**config.mk**
```make
export PLATFORM = sky130hd
export DESIGN_NAME = pcps_top
export DESIGN_NICKNAME = d
export VERILOG_FILES = /design/src/verilog/pcps_pkg.sv /design/src/verilog/pcps_sync.sv /design/src/verilog/pcps_repeat.sv /design/src/verilog/pcps_top.sv
export VERILOG_INCLUDE_DIRS = /design/src /design/src/verilog
export SDC_FILE = /design/constraint.sdc
export NUM_CORES = 1
export LEC_CHECK = 0
export ABC_AREA = 1
export BUFFER_PORTS_ARGS = -buffer_cell sky130_fd_sc_hd__buf_4
export CAP_MARGIN = 20
export CORE_MARGIN = 3
export CORE_UTILIZATION = 63
export DETAILED_ROUTE_END_ITERATION = 8
export PLACE_DENSITY = 0.92
export SLEW_MARGIN = 20
export SYNTH_ARGS = -nofsm -noshare
export SYNTH_HDL_FRONTEND = slang
export SYNTH_SLANG_ARGS = --single-unit
```
**constraint.sdc**
```tcl
create_clock -name MCLK -period 4.2 [get_ports MCLK]
set_input_delay 0.63 -clock MCLK [delete_from_list [all_inputs] [get_ports MCLK]]
set_output_delay 0.63 -clock MCLK [all_outputs]
set_load 0.05 [all_outputs]
```
**src/verilog/pcps_consts.svh**
```systemverilog
// Constants of the plate column pulse sequencer
`ifndef PCPS_CONSTS_SVH
`define PCPS_CONSTS_SVH
// ****************************************
// Clock and timing
// ****************************************
`define PCPS_CLK_HZ 20000000
`define PCPS_TICK_US 1000
`define PCPS_TICK_CYC (`PCPS_TICK_US * (`PCPS_CLK_HZ / 1000000))
`define PCPS_DB_MS 10
`define PCPS_DB_TICKS (`PCPS_DB_MS * 1000 / `PCPS_TICK_US)
`define PCPS_RPT_DLY_MS 500
`define PCPS_RPT_DLY_TICKS (`PCPS_RPT_DLY_MS * 1000 / `PCPS_TICK_US)
`define PCPS_RPT_RATE_MS 100
`define PCPS_RPT_RATE_TICKS (`PCPS_RPT_RATE_MS * 1000 / `PCPS_TICK_US)
`define PCPS_BLINK_MS 250
`define PCPS_BLINK_TICKS (`PCPS_BLINK_MS * 1000 / `PCPS_TICK_US)
`define PCPS_BEEP_MS 100
`define PCPS_BEEP_TICKS (`PCPS_BEEP_MS * 1000 / `PCPS_TICK_US)
// ****************************************
// Ranges and reset values
// ****************************************
`define PCPS_COL_FIRST 4'h1
`define PCPS_COL_LAST 4'hc
`define PCPS_TGT_MIN 7'h01
`define PCPS_TGT_MAX 7'h63
`define PCPS_TGT_RST 7'h00
`define PCPS_BEEP_PHASES 3'h6
// ****************************************
// Register map
// ****************************************
`define PCPS_OFF_CTRL 8'h00
`define PCPS_OFF_STATUS 8'h04
`define PCPS_OFF_IRQ_STAT 8'h08
`define PCPS_OFF_IRQ_MASK 8'h0c
`define PCPS_OFF_DONE 8'h10
`define PCPS_CTRL_RST 2'h1
`define PCPS_CTRL_BEEP_BIT 0
`define PCPS_CTRL_LOCK_BIT 1
`define PCPS_IRQ_COL 0
`define PCPS_IRQ_FIN 1
`define PCPS_IRQ_CLOSE 2
`define PCPS_IRQ_OPEN 3
`endif

```
**src/verilog/pcps_pkg.sv**
```systemverilog
// Types of the plate column pulse sequencer
package pcps_pkg;
  typedef enum logic [1:0] {RUN_OPEN, RUN_ARMED, RUN_ACTIVE, RUN_DONE}
    pcps_run_e;
endpackage

```
**src/verilog/pcps_sync.sv**
```systemverilog
// Three-stage synchroniser with lockout debounce
`timescale 1ns/10ps
module pcps_sync #(
  parameter int N = 6,
  parameter int LOCK = 10
) (
  // Clock, reset, tick
  input wire logic clk,
  input wire logic rstn,
  input wire logic tick,
  // Raw and clean levels, clean rising edges
  input wire logic [N-1:0] din,
  output logic [N-1:0] q_o,
  output logic [N-1:0] rise_o
);
  localparam int LW = $clog2(LOCK + 1);
  genvar i;
  generate
    for (i = 0; i < N; i++) begin : g_bit
      logic s1_r, s2_r, s3_r;
      logic [LW-1:0] lock_r;
      wire agree = (s2_r == s3_r);
      wire change = agree && (s3_r != q_o[i]) && (lock_r == '0);
      always_ff @(posedge clk) begin
        if (!rstn) begin
          s1_r <= 1'b0;
          s2_r <= 1'b0;
          s3_r <= 1'b0;
          q_o[i] <= 1'b0;
          rise_o[i] <= 1'b0;
          lock_r <= '0;
        end else begin
          s1_r <= din[i];
          s2_r <= s1_r;
          s3_r <= s2_r;
          rise_o[i] <= change && s3_r;
          if (change) begin
            q_o[i] <= s3_r;
            lock_r <= LW'(LOCK);
          end else if (tick && lock_r != '0) begin
            lock_r <= lock_r - LW'(1);
          end
        end
      end

    end
  endgenerate
endmodule

```
**src/verilog/pcps_repeat.sv**
```systemverilog
// Button step generator with delayed auto-repeat
`timescale 1ns/10ps
module pcps_repeat #(
  parameter int DLY = 500,
  parameter int RATE = 100
) (
  // Clock, reset, tick
  input wire logic clk,
  input wire logic rstn,
  input wire logic tick,
  // Button
  input wire logic held,
  input wire logic press,
  output logic step_o
);
  localparam int CW = $clog2(DLY + RATE + 1);
  logic [CW-1:0] cnt_r;
  logic rep_r;
  wire dly_end = !rep_r && (cnt_r == CW'(DLY - 1));
  wire rate_end = rep_r && (cnt_r == CW'(RATE - 1));
  always_ff @(posedge clk) begin
    if (!rstn) begin
      step_o <= 1'b0;
      cnt_r <= '0;
      rep_r <= 1'b0;
    end else begin
      step_o <= 1'b0;
      if (press) begin
        step_o <= 1'b1;
        cnt_r <= '0;
        rep_r <= 1'b0;
      end else if (held && tick) begin
        if (dly_end || rate_end) begin
          step_o <= 1'b1;
          cnt_r <= '0;
          rep_r <= 1'b1;
        end else begin
          cnt_r <= cnt_r + CW'(1);
        end
      end
    end
  end
endmodule

```
**src/verilog/pcps_top.sv**
```systemverilog
// Plate column pulse sequencer top with APB registers
//
// Added by the designer: the register offsets and the APB slave port.
`timescale 1ns/10ps
`include "pcps_consts.svh"
module pcps_top #(
  parameter int TICK_CYC = `PCPS_TICK_CYC,
  parameter int DB_TICKS = `PCPS_DB_TICKS,
  parameter int RPT_DLY = `PCPS_RPT_DLY_TICKS,
  parameter int RPT_RATE = `PCPS_RPT_RATE_TICKS,
  parameter int BLINK_TICKS = `PCPS_BLINK_TICKS,
  parameter int BEEP_TICKS = `PCPS_BEEP_TICKS
) (
  // Clock and reset
  input wire logic MCLK,
  input wire logic RSTN,
  // APB slave
  input wire logic PSEL,
  input wire logic PENABLE,
  input wire logic PWRITE,
  input wire logic [7:0] PADDR,
  input wire logic [31:0] PWDATA,
  output logic [31:0] PRDATA,
  output logic PREADY,
  output logic PSLVERR,
  // Panel inputs
  input wire logic PULSE_DET,
  input wire logic LID_CLOSED,
  input wire logic COL_UP_N,
  input wire logic COL_DN_N,
  input wire logic PLS_UP_N,
  input wire logic PLS_DN_N,
  // Panel outputs
  output logic [11:0] COL_LED,
  output logic [3:0] COL_NUM,
  output logic [6:0] REMAIN,
  output logic [6:0] TARGET,
  output logic BEEP,
  output logic IRQ
);
  localparam int TW = $clog2(TICK_CYC);
  localparam int BW = $clog2(BLINK_TICKS + BEEP_TICKS + 1);

  function automatic logic [11:0] col_onehot(input logic [3:0] c);
    logic [11:0] oh;
    oh = '0;
    for (int k = 0; k < 12; k++) begin
      oh[k] = (c == 4'(k + 1));
    end
    return oh;
  endfunction

  // ****************************************
  // Millisecond tick
  // ****************************************
  logic [TW-1:0] tick_cnt_r;
  logic tick_r;
  wire tick_wrap = (tick_cnt_r == TW'(TICK_CYC - 1));
  always_ff @(posedge MCLK) begin
    if (!RSTN) begin
      tick_cnt_r <= '0;
      tick_r <= 1'b0;
    end else begin
      tick_cnt_r <= tick_wrap ? '0 : tick_cnt_r + TW'(1);
      tick_r <= tick_wrap;
    end
  end

  // ****************************************
  // Input conditioning
  // ****************************************
  logic [5:0] in_q, in_rise;
  logic [3:0] step;
  logic lid_prev_r;
  wire [5:0] raw_in = {~PLS_DN_N, ~PLS_UP_N, ~COL_DN_N, ~COL_UP_N,
                       LID_CLOSED, PULSE_DET};
  pcps_sync #(.N(6), .LOCK(DB_TICKS)) u_sync (
    .clk(MCLK),
    .rstn(RSTN),
    .tick(tick_r),
    .din(raw_in),
    .q_o(in_q),
    .rise_o(in_rise)
  );
  genvar j;
  generate
    for (j = 0; j < 4; j++) begin : g_btn
      pcps_repeat #(.DLY(RPT_DLY), .RATE(RPT_RATE)) u_rpt (
        .clk(MCLK),
        .rstn(RSTN),
        .tick(tick_r),
        .held(in_q[j + 2]),
        .press(in_rise[j + 2]),
        .step_o(step[j])
      );
    end
  endgenerate
  wire pulse_ev = in_rise[0];
  wire lid_close = in_q[1] && !lid_prev_r;
  wire lid_open = !in_q[1] && lid_prev_r;

  // ****************************************
  // Registers of the APB slave
  // ****************************************
  logic [1:0] ctrl_r;
  logic [3:0] istat_r, imask_r;
  logic [11:0] done_r;
  logic [3:0] col_r;
  logic [6:0] rem_r, tgt_r;
  pcps_pkg::pcps_run_e run_r;
  wire setup = PSEL && !PENABLE;
  wire acc = PSEL && PENABLE && PREADY;
  wire wr = acc && PWRITE;
  wire a_ctrl = (PADDR == `PCPS_OFF_CTRL);
  wire a_stat = (PADDR == `PCPS_OFF_STATUS);
  wire a_ist = (PADDR == `PCPS_OFF_IRQ_STAT);
  wire a_imk = (PADDR == `PCPS_OFF_IRQ_MASK);
  wire a_done = (PADDR == `PCPS_OFF_DONE);
  wire hit = a_ctrl || a_stat || a_ist || a_imk || a_done;
  wire [31:0] status_w = {6'h00, run_r, 1'b0, tgt_r, 1'b0, rem_r,
                          4'h0, col_r};
  logic [31:0] rdata;
  always_comb begin
    if (a_ctrl) begin
      rdata = {30'h0, ctrl_r};
    end else if (a_stat) begin
      rdata = status_w;
    end else if (a_ist) begin
      rdata = {28'h0, istat_r};
    end else if (a_imk) begin
      rdata = {28'h0, imask_r};
    end else if (a_done) begin
      rdata = {20'h0, done_r};
    end else begin
      rdata = 32'h0;
    end
  end

  // ****************************************
  // Column and pulse sequencing
  // ****************************************
  pcps_pkg::pcps_run_e run_nxt;
  logic [3:0] col_nxt;
  logic [6:0] rem_nxt, tgt_nxt;
  logic [11:0] done_nxt;
  logic col_ev, fin_ev;
  wire btn_ok = !ctrl_r[`PCPS_CTRL_LOCK_BIT];
  wire adj_ok = btn_ok && (run_r == pcps_pkg::RUN_OPEN ||
                           run_r == pcps_pkg::RUN_ARMED);
  always_comb begin
    run_nxt = run_r;
    col_nxt = col_r;
    rem_nxt = rem_r;
    tgt_nxt = tgt_r;
    done_nxt = done_r;
    col_ev = 1'b0;
    fin_ev = 1'b0;
    if (adj_ok) begin
      if (step[0] && col_r != `PCPS_COL_LAST) begin
        col_nxt = col_r + 4'h1;
      end else if (step[1] && col_r != `PCPS_COL_FIRST) begin
        col_nxt = col_r - 4'h1;
      end
      if (step[2]) begin
        tgt_nxt = (tgt_r >= `PCPS_TGT_MAX) ? `PCPS_TGT_MAX
                                           : tgt_r + 7'h01;
      end else if (step[3]) begin
        tgt_nxt = (tgt_r <= `PCPS_TGT_MIN) ? `PCPS_TGT_MIN
                                           : tgt_r - 7'h01;
      end
      rem_nxt = tgt_nxt;
    end
    case (run_r)
      pcps_pkg::RUN_OPEN: begin
        if (lid_close) begin
          run_nxt = pcps_pkg::RUN_ARMED;
          col_nxt = `PCPS_COL_FIRST;
        end
      end
      pcps_pkg::RUN_ARMED, pcps_pkg::RUN_ACTIVE: begin
        if (pulse_ev && tgt_r != 7'h00) begin
          run_nxt = pcps_pkg::RUN_ACTIVE;
          if (rem_r <= 7'h01) begin
            rem_nxt = tgt_r;
            done_nxt = done_r | col_onehot(col_r);
            col_ev = 1'b1;
            if (col_r == `PCPS_COL_LAST) begin
              run_nxt = pcps_pkg::RUN_DONE;
              fin_ev = 1'b1;
            end else begin
              col_nxt = col_r + 4'h1;
            end
          end else begin
            rem_nxt = rem_r - 7'h01;
          end
        end
      end
      default: begin
      end
    endcase
    if (lid_open) begin
      run_nxt = pcps_pkg::RUN_OPEN;
      done_nxt = 12'h000;
    end
  end
  always_ff @(posedge MCLK) begin
    if (!RSTN) begin
      run_r <= pcps_pkg::RUN_OPEN;
      col_r <= `PCPS_COL_FIRST;
      rem_r <= `PCPS_TGT_RST;
      tgt_r <= `PCPS_TGT_RST;
      done_r <= 12'h000;
      lid_prev_r <= 1'b0;
    end else begin
      run_r <= run_nxt;
      col_r <= col_nxt;
      rem_r <= rem_nxt;
      tgt_r <= tgt_nxt;
      done_r <= done_nxt;
      lid_prev_r <= in_q[1];
    end
  end

  // ****************************************
  // LEDs and beeper
  // ****************************************
  logic [BW-1:0] blk_cnt_r, bp_cnt_r;
  logic blink_r;
  logic [2:0] bp_ph_r;
  wire show = (run_r == pcps_pkg::RUN_ARMED || run_r == pcps_pkg::RUN_ACTIVE);
  wire blk_end = (blk_cnt_r == BW'(BLINK_TICKS - 1));
  wire bp_end = (bp_cnt_r == BW'(BEEP_TICKS - 1));
  wire [11:0] led_nxt = done_r |
                        (col_onehot(col_r) & {12{blink_r && show}});
  always_ff @(posedge MCLK) begin
    if (!RSTN) begin
      blk_cnt_r <= '0;
      blink_r <= 1'b0;
      bp_cnt_r <= '0;
      bp_ph_r <= 3'h0;
    end else begin
      if (tick_r) begin
        blk_cnt_r <= blk_end ? '0 : blk_cnt_r + BW'(1);
        blink_r <= blink_r ^ blk_end;
      end
      if (fin_ev) begin
        bp_ph_r <= `PCPS_BEEP_PHASES;
        bp_cnt_r <= '0;
      end else if (tick_r && bp_ph_r != 3'h0) begin
        bp_cnt_r <= bp_end ? '0 : bp_cnt_r + BW'(1);
        bp_ph_r <= bp_end ? bp_ph_r - 3'h1 : bp_ph_r;
      end
    end
  end

  // ****************************************
  // Bus answer, interrupt and outputs
  // ****************************************
  wire [3:0] ev = {lid_open, lid_close, fin_ev, col_ev};
  wire [3:0] w1c = (wr && a_ist) ? PWDATA[3:0] : 4'h0;
  always_ff @(posedge MCLK) begin
    if (!RSTN) begin
      PREADY <= 1'b0;
      PRDATA <= 32'h0;
      PSLVERR <= 1'b0;
      ctrl_r <= `PCPS_CTRL_RST;
      imask_r <= 4'h0;
      istat_r <= 4'h0;
      IRQ <= 1'b0;
      COL_LED <= 12'h000;
      COL_NUM <= `PCPS_COL_FIRST;
      REMAIN <= `PCPS_TGT_RST;
      TARGET <= `PCPS_TGT_RST;
      BEEP <= 1'b0;
    end else begin
      PREADY <= setup;
      PRDATA <= setup ? rdata : PRDATA;
      PSLVERR <= setup && !hit;
      if (wr && a_ctrl) ctrl_r <= PWDATA[1:0];
      if (wr && a_imk) imask_r <= PWDATA[3:0];
      istat_r <= (istat_r & ~w1c) | ev;
      IRQ <= |(istat_r & imask_r);
      COL_LED <= led_nxt;
      COL_NUM <= col_r;
      REMAIN <= rem_r;
      TARGET <= tgt_r;
      BEEP <= ctrl_r[`PCPS_CTRL_BEEP_BIT] && bp_ph_r != 3'h0 &&
              !bp_ph_r[0];
    end
  end
endmodule

```
==> results.txt <==
* Portion of the post-synthesis area used by sequential elements: 0.440
- The netlist uses 49 different library cells.
* Via density per instance: 5.43
- The worst hold path belongs to the class primary input to flop.
- After global routing the overflow that remains totals 0.
- After routing the design area is between 10,000 and 15,000 um^2.
* Normalized max-slew margin: 0.486
* DIE WIDTH: 138 um
- Initial antenna violation count: 0
- Ranking of synthesized cells by instance count: nand2_1 (328), dfxtp_1 (240), inv_1 (230)
- For this run, design rule violations remaining after detail routing come to 0.
- The worst register-to-register path begins at run_r[1].
- Simple-gate portion of the synthesized area: 0.279
- The critical path is of the flop to flop type.
- Of the post-synthesis cell area, the dominant cell type holds 0.440.
* Final WS setup: ~1800 ps
- Timing-limited maximum frequency: about 420 MHz
- Of all nets on the critical path, the largest fanout is 19.
- Most common cell in the netlist: nand2_1
* Max clock buf depth: 3
- Post-synthesis cell count: 1,506
- # IOs: 117
* Wirelength, routed: 24,700 um
- Count of non-filler cells in the finished layout: 1,819
- Fin. max-slew vios: 0
- The worst register-to-register path ends at col_r[0].
- For the final routed database, the setup TNS stands at 0 ps.
* Root Buffer Master: clkbuf_16
- The routed layout has 9,884 vias.
- TritonCTS built the clock tree.
- The number of antenna diodes in the final layout is 0.
* Mean area per synthesized cell: 7.25 um^2
* Die outline area: 19,000 um^2
* Tot Pwr: 4.89 mW
* Initial drt markers: 690
- The number of hold buffers added after CTS was 0.
- Count of placed standard cells including taps: 1,777
- Fraction of layout cells with a size suffix above 1: 0.104
* Share of synthesized flip-flops with an asynchronous set or reset: 0
* Proportion of synthesized area in mux cells: 0
- Final setup violation count: 0
- Number of core rows: 47
- Result of the run: completed
- In this run the remaining antenna-violating nets after routing total 0.
- The critical path ends at col_r[0].
* Resized Gates After CTS: 0
* Leakage power summed over all cells: 5.50 nW
- Setup repair after global routing left no endpoint under its margin.
- Global-route wire length before repair: 40,500 um
- At the placement stage, the worst setup path has a slack of about 1900 ps.
- Power density cells: about 390 nW/um^2
- The die is 138 um tall.
- The worst setup path is captured at a flop.
- The first TritonRoute pass finished after 7 iterations.
- Of the total synthesized cell area, the portion taken by full adders, half adders and majority gates is 0.0321.
- Area added between synthesis and finish: 14.5%
- Std-Cell Core Area: 16,800 um^2
- Clk_lat worst skew: 520 ps
* Peak VDD IR: 0.459 mV
- Largest family of logic cells by synthesized area: simple AND/OR/NAND/NOR gates
* Register clock-pin slew on the reported worst setup and hold paths: 60 ps
- Filler cell count in the final layout: between 1,000 and 1,500
* Number of flops mapped to enable cells by yosys: 0
- Number of warning messages in the yosys log: 0
* Shortest clock period the worst path allows after layout: around 2400 ps
- The tree built by TritonCTS fans out to 240 sinks.
- Critical Path Source Type: flop
- Number of storage elements in the synthesis netlist: 240
- Netlist area before placement: 10,900 um^2
* Maximum number of pins on one net before global-route repair: 45
- After legalization and detailed placement, the total HPWL measured ~17,000 um.
* Worst Reg2Reg Path Length in Cells: 10
* Final hold violation count: 0
- The number of global-route vias before repair is between 9,000 and 10,000.
* Primary FF master, synth: dfxtp_1
- Placer congestion estimate: roughly 0.94
* Quantity of I/O buffers inserted on ports: 80
* WHS: 273 ps
- In this run the worst setup path begins at run_r[1].
- Number of CTS-inserted buffers: 24
* Ratio of final minimum period to clock period: 0.567
- For the worst setup path, the data required time is 4610 ps.
* Starting density of the core: 0.652
* Main area contributors after synthesis: dfxtp_1 (44%), nand2_1 (11%), inv_1 (7.9%)
- Cell area after placement: 11,600 um^2
- The tool flagged a number of max-cap violations equal to 0.
- Of all cell types, the one taking the most synthesized area is dfxtp_1.
- Core occupancy in the finished layout: 0.746
- For the pin with the worst max-slew slack, the measured transition is around 770 ps.
* Post-synthesis compound-gate area fraction: 0.113
* Setup slack, reg-to-reg: 1820 ps
- CTS built an H-tree with a depth of 1.
* All-Layer GR Usage: 0.254
- Post-synthesis share of cell area spent on xor and xnor gates: 0.0337
- Post-detailed-route wirelength per cell: 13.6 um
- For the final database, setup skew stands at 14.6 ps.
- STA puts the critical path data arrival time at approximately 2800 ps.
* Nets: 1,662
- Setup fix buffers added after clock tree synthesis: 0
==> report_power, final <==
part,switching [mW],internal (mW)
logic,0.180,0.0683
clock network,0.879,1.44
registers,0.0198,2.30
==> critical path: stages, from the launching register on <==
cell and delay [ps]:
dfxtp_1 430, inv_1 120, ha_1 270, o21ai_2 500, inv_2 310, nand3_1 190, nand2_1 90, o21ai_0 180
nand2_1 80, nand2_1 60, nand2_1 40
==> cells in the final DEF (no fill, tap or decap), drive strengths merged, types with 3 or more instances in the layout <==
| cell | n |
|---|---|
| nand2 | 336 |
| dfxtp | 240 |
| inv | 236 |
| nor2 | 182 |
| a21oi | 111 |
| nand3 | 97 |
| buf | 84 |
| o21ai | 80 |
| nor3 | 35 |
| xor2 | 32 |
| clkbuf | 30 |
| ha | 28 |
| nand4 | 16 |
| o22ai | 12 |
| xnor2 | 10 |
| nor3b | 10 |
| o211ai | 9 |
| conb | 8 |
| clkinv | 6 |
| nor4 | 6 |
| bufinv | 5 |
| o21bai | 4 |
| or2 | 4 |
| a31oi | 3 |
==> area by class of cell <==
type                            count  area, um^2  share of cell area
Clock inverter                     12         190              0.0152
Multi-Input combinational cell    996        5040               0.403
Tap cell                          220         275              0.0220
Inverter                          237         895              0.0715
Clock buffer                       30         674              0.0539
Sequential cell                   240        4800               0.384
Timing Repair Buffer               84         631              0.0504
==> worst min path at each step <==
stage,start,end,cells after the start
3_5_place_dp,u_sync.g_bit[5].s1_r,u_sync.g_bit[5].s2_r,2
6_report,COL_DN_N,u_sync.g_bit[3].s1_r,2
4_1_cts,COL_DN_N,u_sync.g_bit[3].s1_r,2
5_1_grt,COL_DN_N,u_sync.g_bit[3].s1_r,2
2_1_floorplan,u_sync.g_bit[0].s1_r,u_sync.g_bit[0].s2_r,2
3_3_place_gp,u_sync.g_bit[3].s1_r,u_sync.g_bit[3].s2_r,2
==> state kept, by name, indices dropped and copies added (netlist names), 5 cells and up <==
signal               count
bp_cnt_r                 9
u_sync.g_bit.s1_r        6
tgt_r                    7
PRDATA                  24
REMAIN                   7
blk_cnt_r                9
tick_cnt_r              15
u_sync.q_o               6
rem_r                    7
u_sync.g_bit.s2_r        6
u_sync.g_bit.s3_r        6
g_btn.u_rpt.cnt_r       40
done_r                  12
COL_LED                 12
u_sync.rise_o            5
TARGET                   7
u_sync.g_bit.lock_r     24
==> metal layers <==
layer,part of all wire,wire (um),global-route usage,up-vias
met5,0,0,0,-
met4,0.026,639,0.0862,0
met3,0.067,1650,0.0394,60
met2,0.50,12400,0.466,358
met1,0.40,9990,0.301,4551
li1,-,-,-,4915
==> cells by family (layout without fill, tap and decap cells) <==
| logic type | count (synthesis) | after routing |
|---|---|---|
| AO/OA/AOI/OAI | 229 | 229 |
| XOR/XNOR | 42 | 42 |
| flip-flops | 240 | 240 |
| AND/OR/NAND/NOR | 689 | 689 |
| adder cells (fa/ha/maj) | 28 | 28 |
| other | 1 | 8 |
| buffers and inverters | 277 | 363 |
No activity file was read; power rests on OpenSTA's default activity.
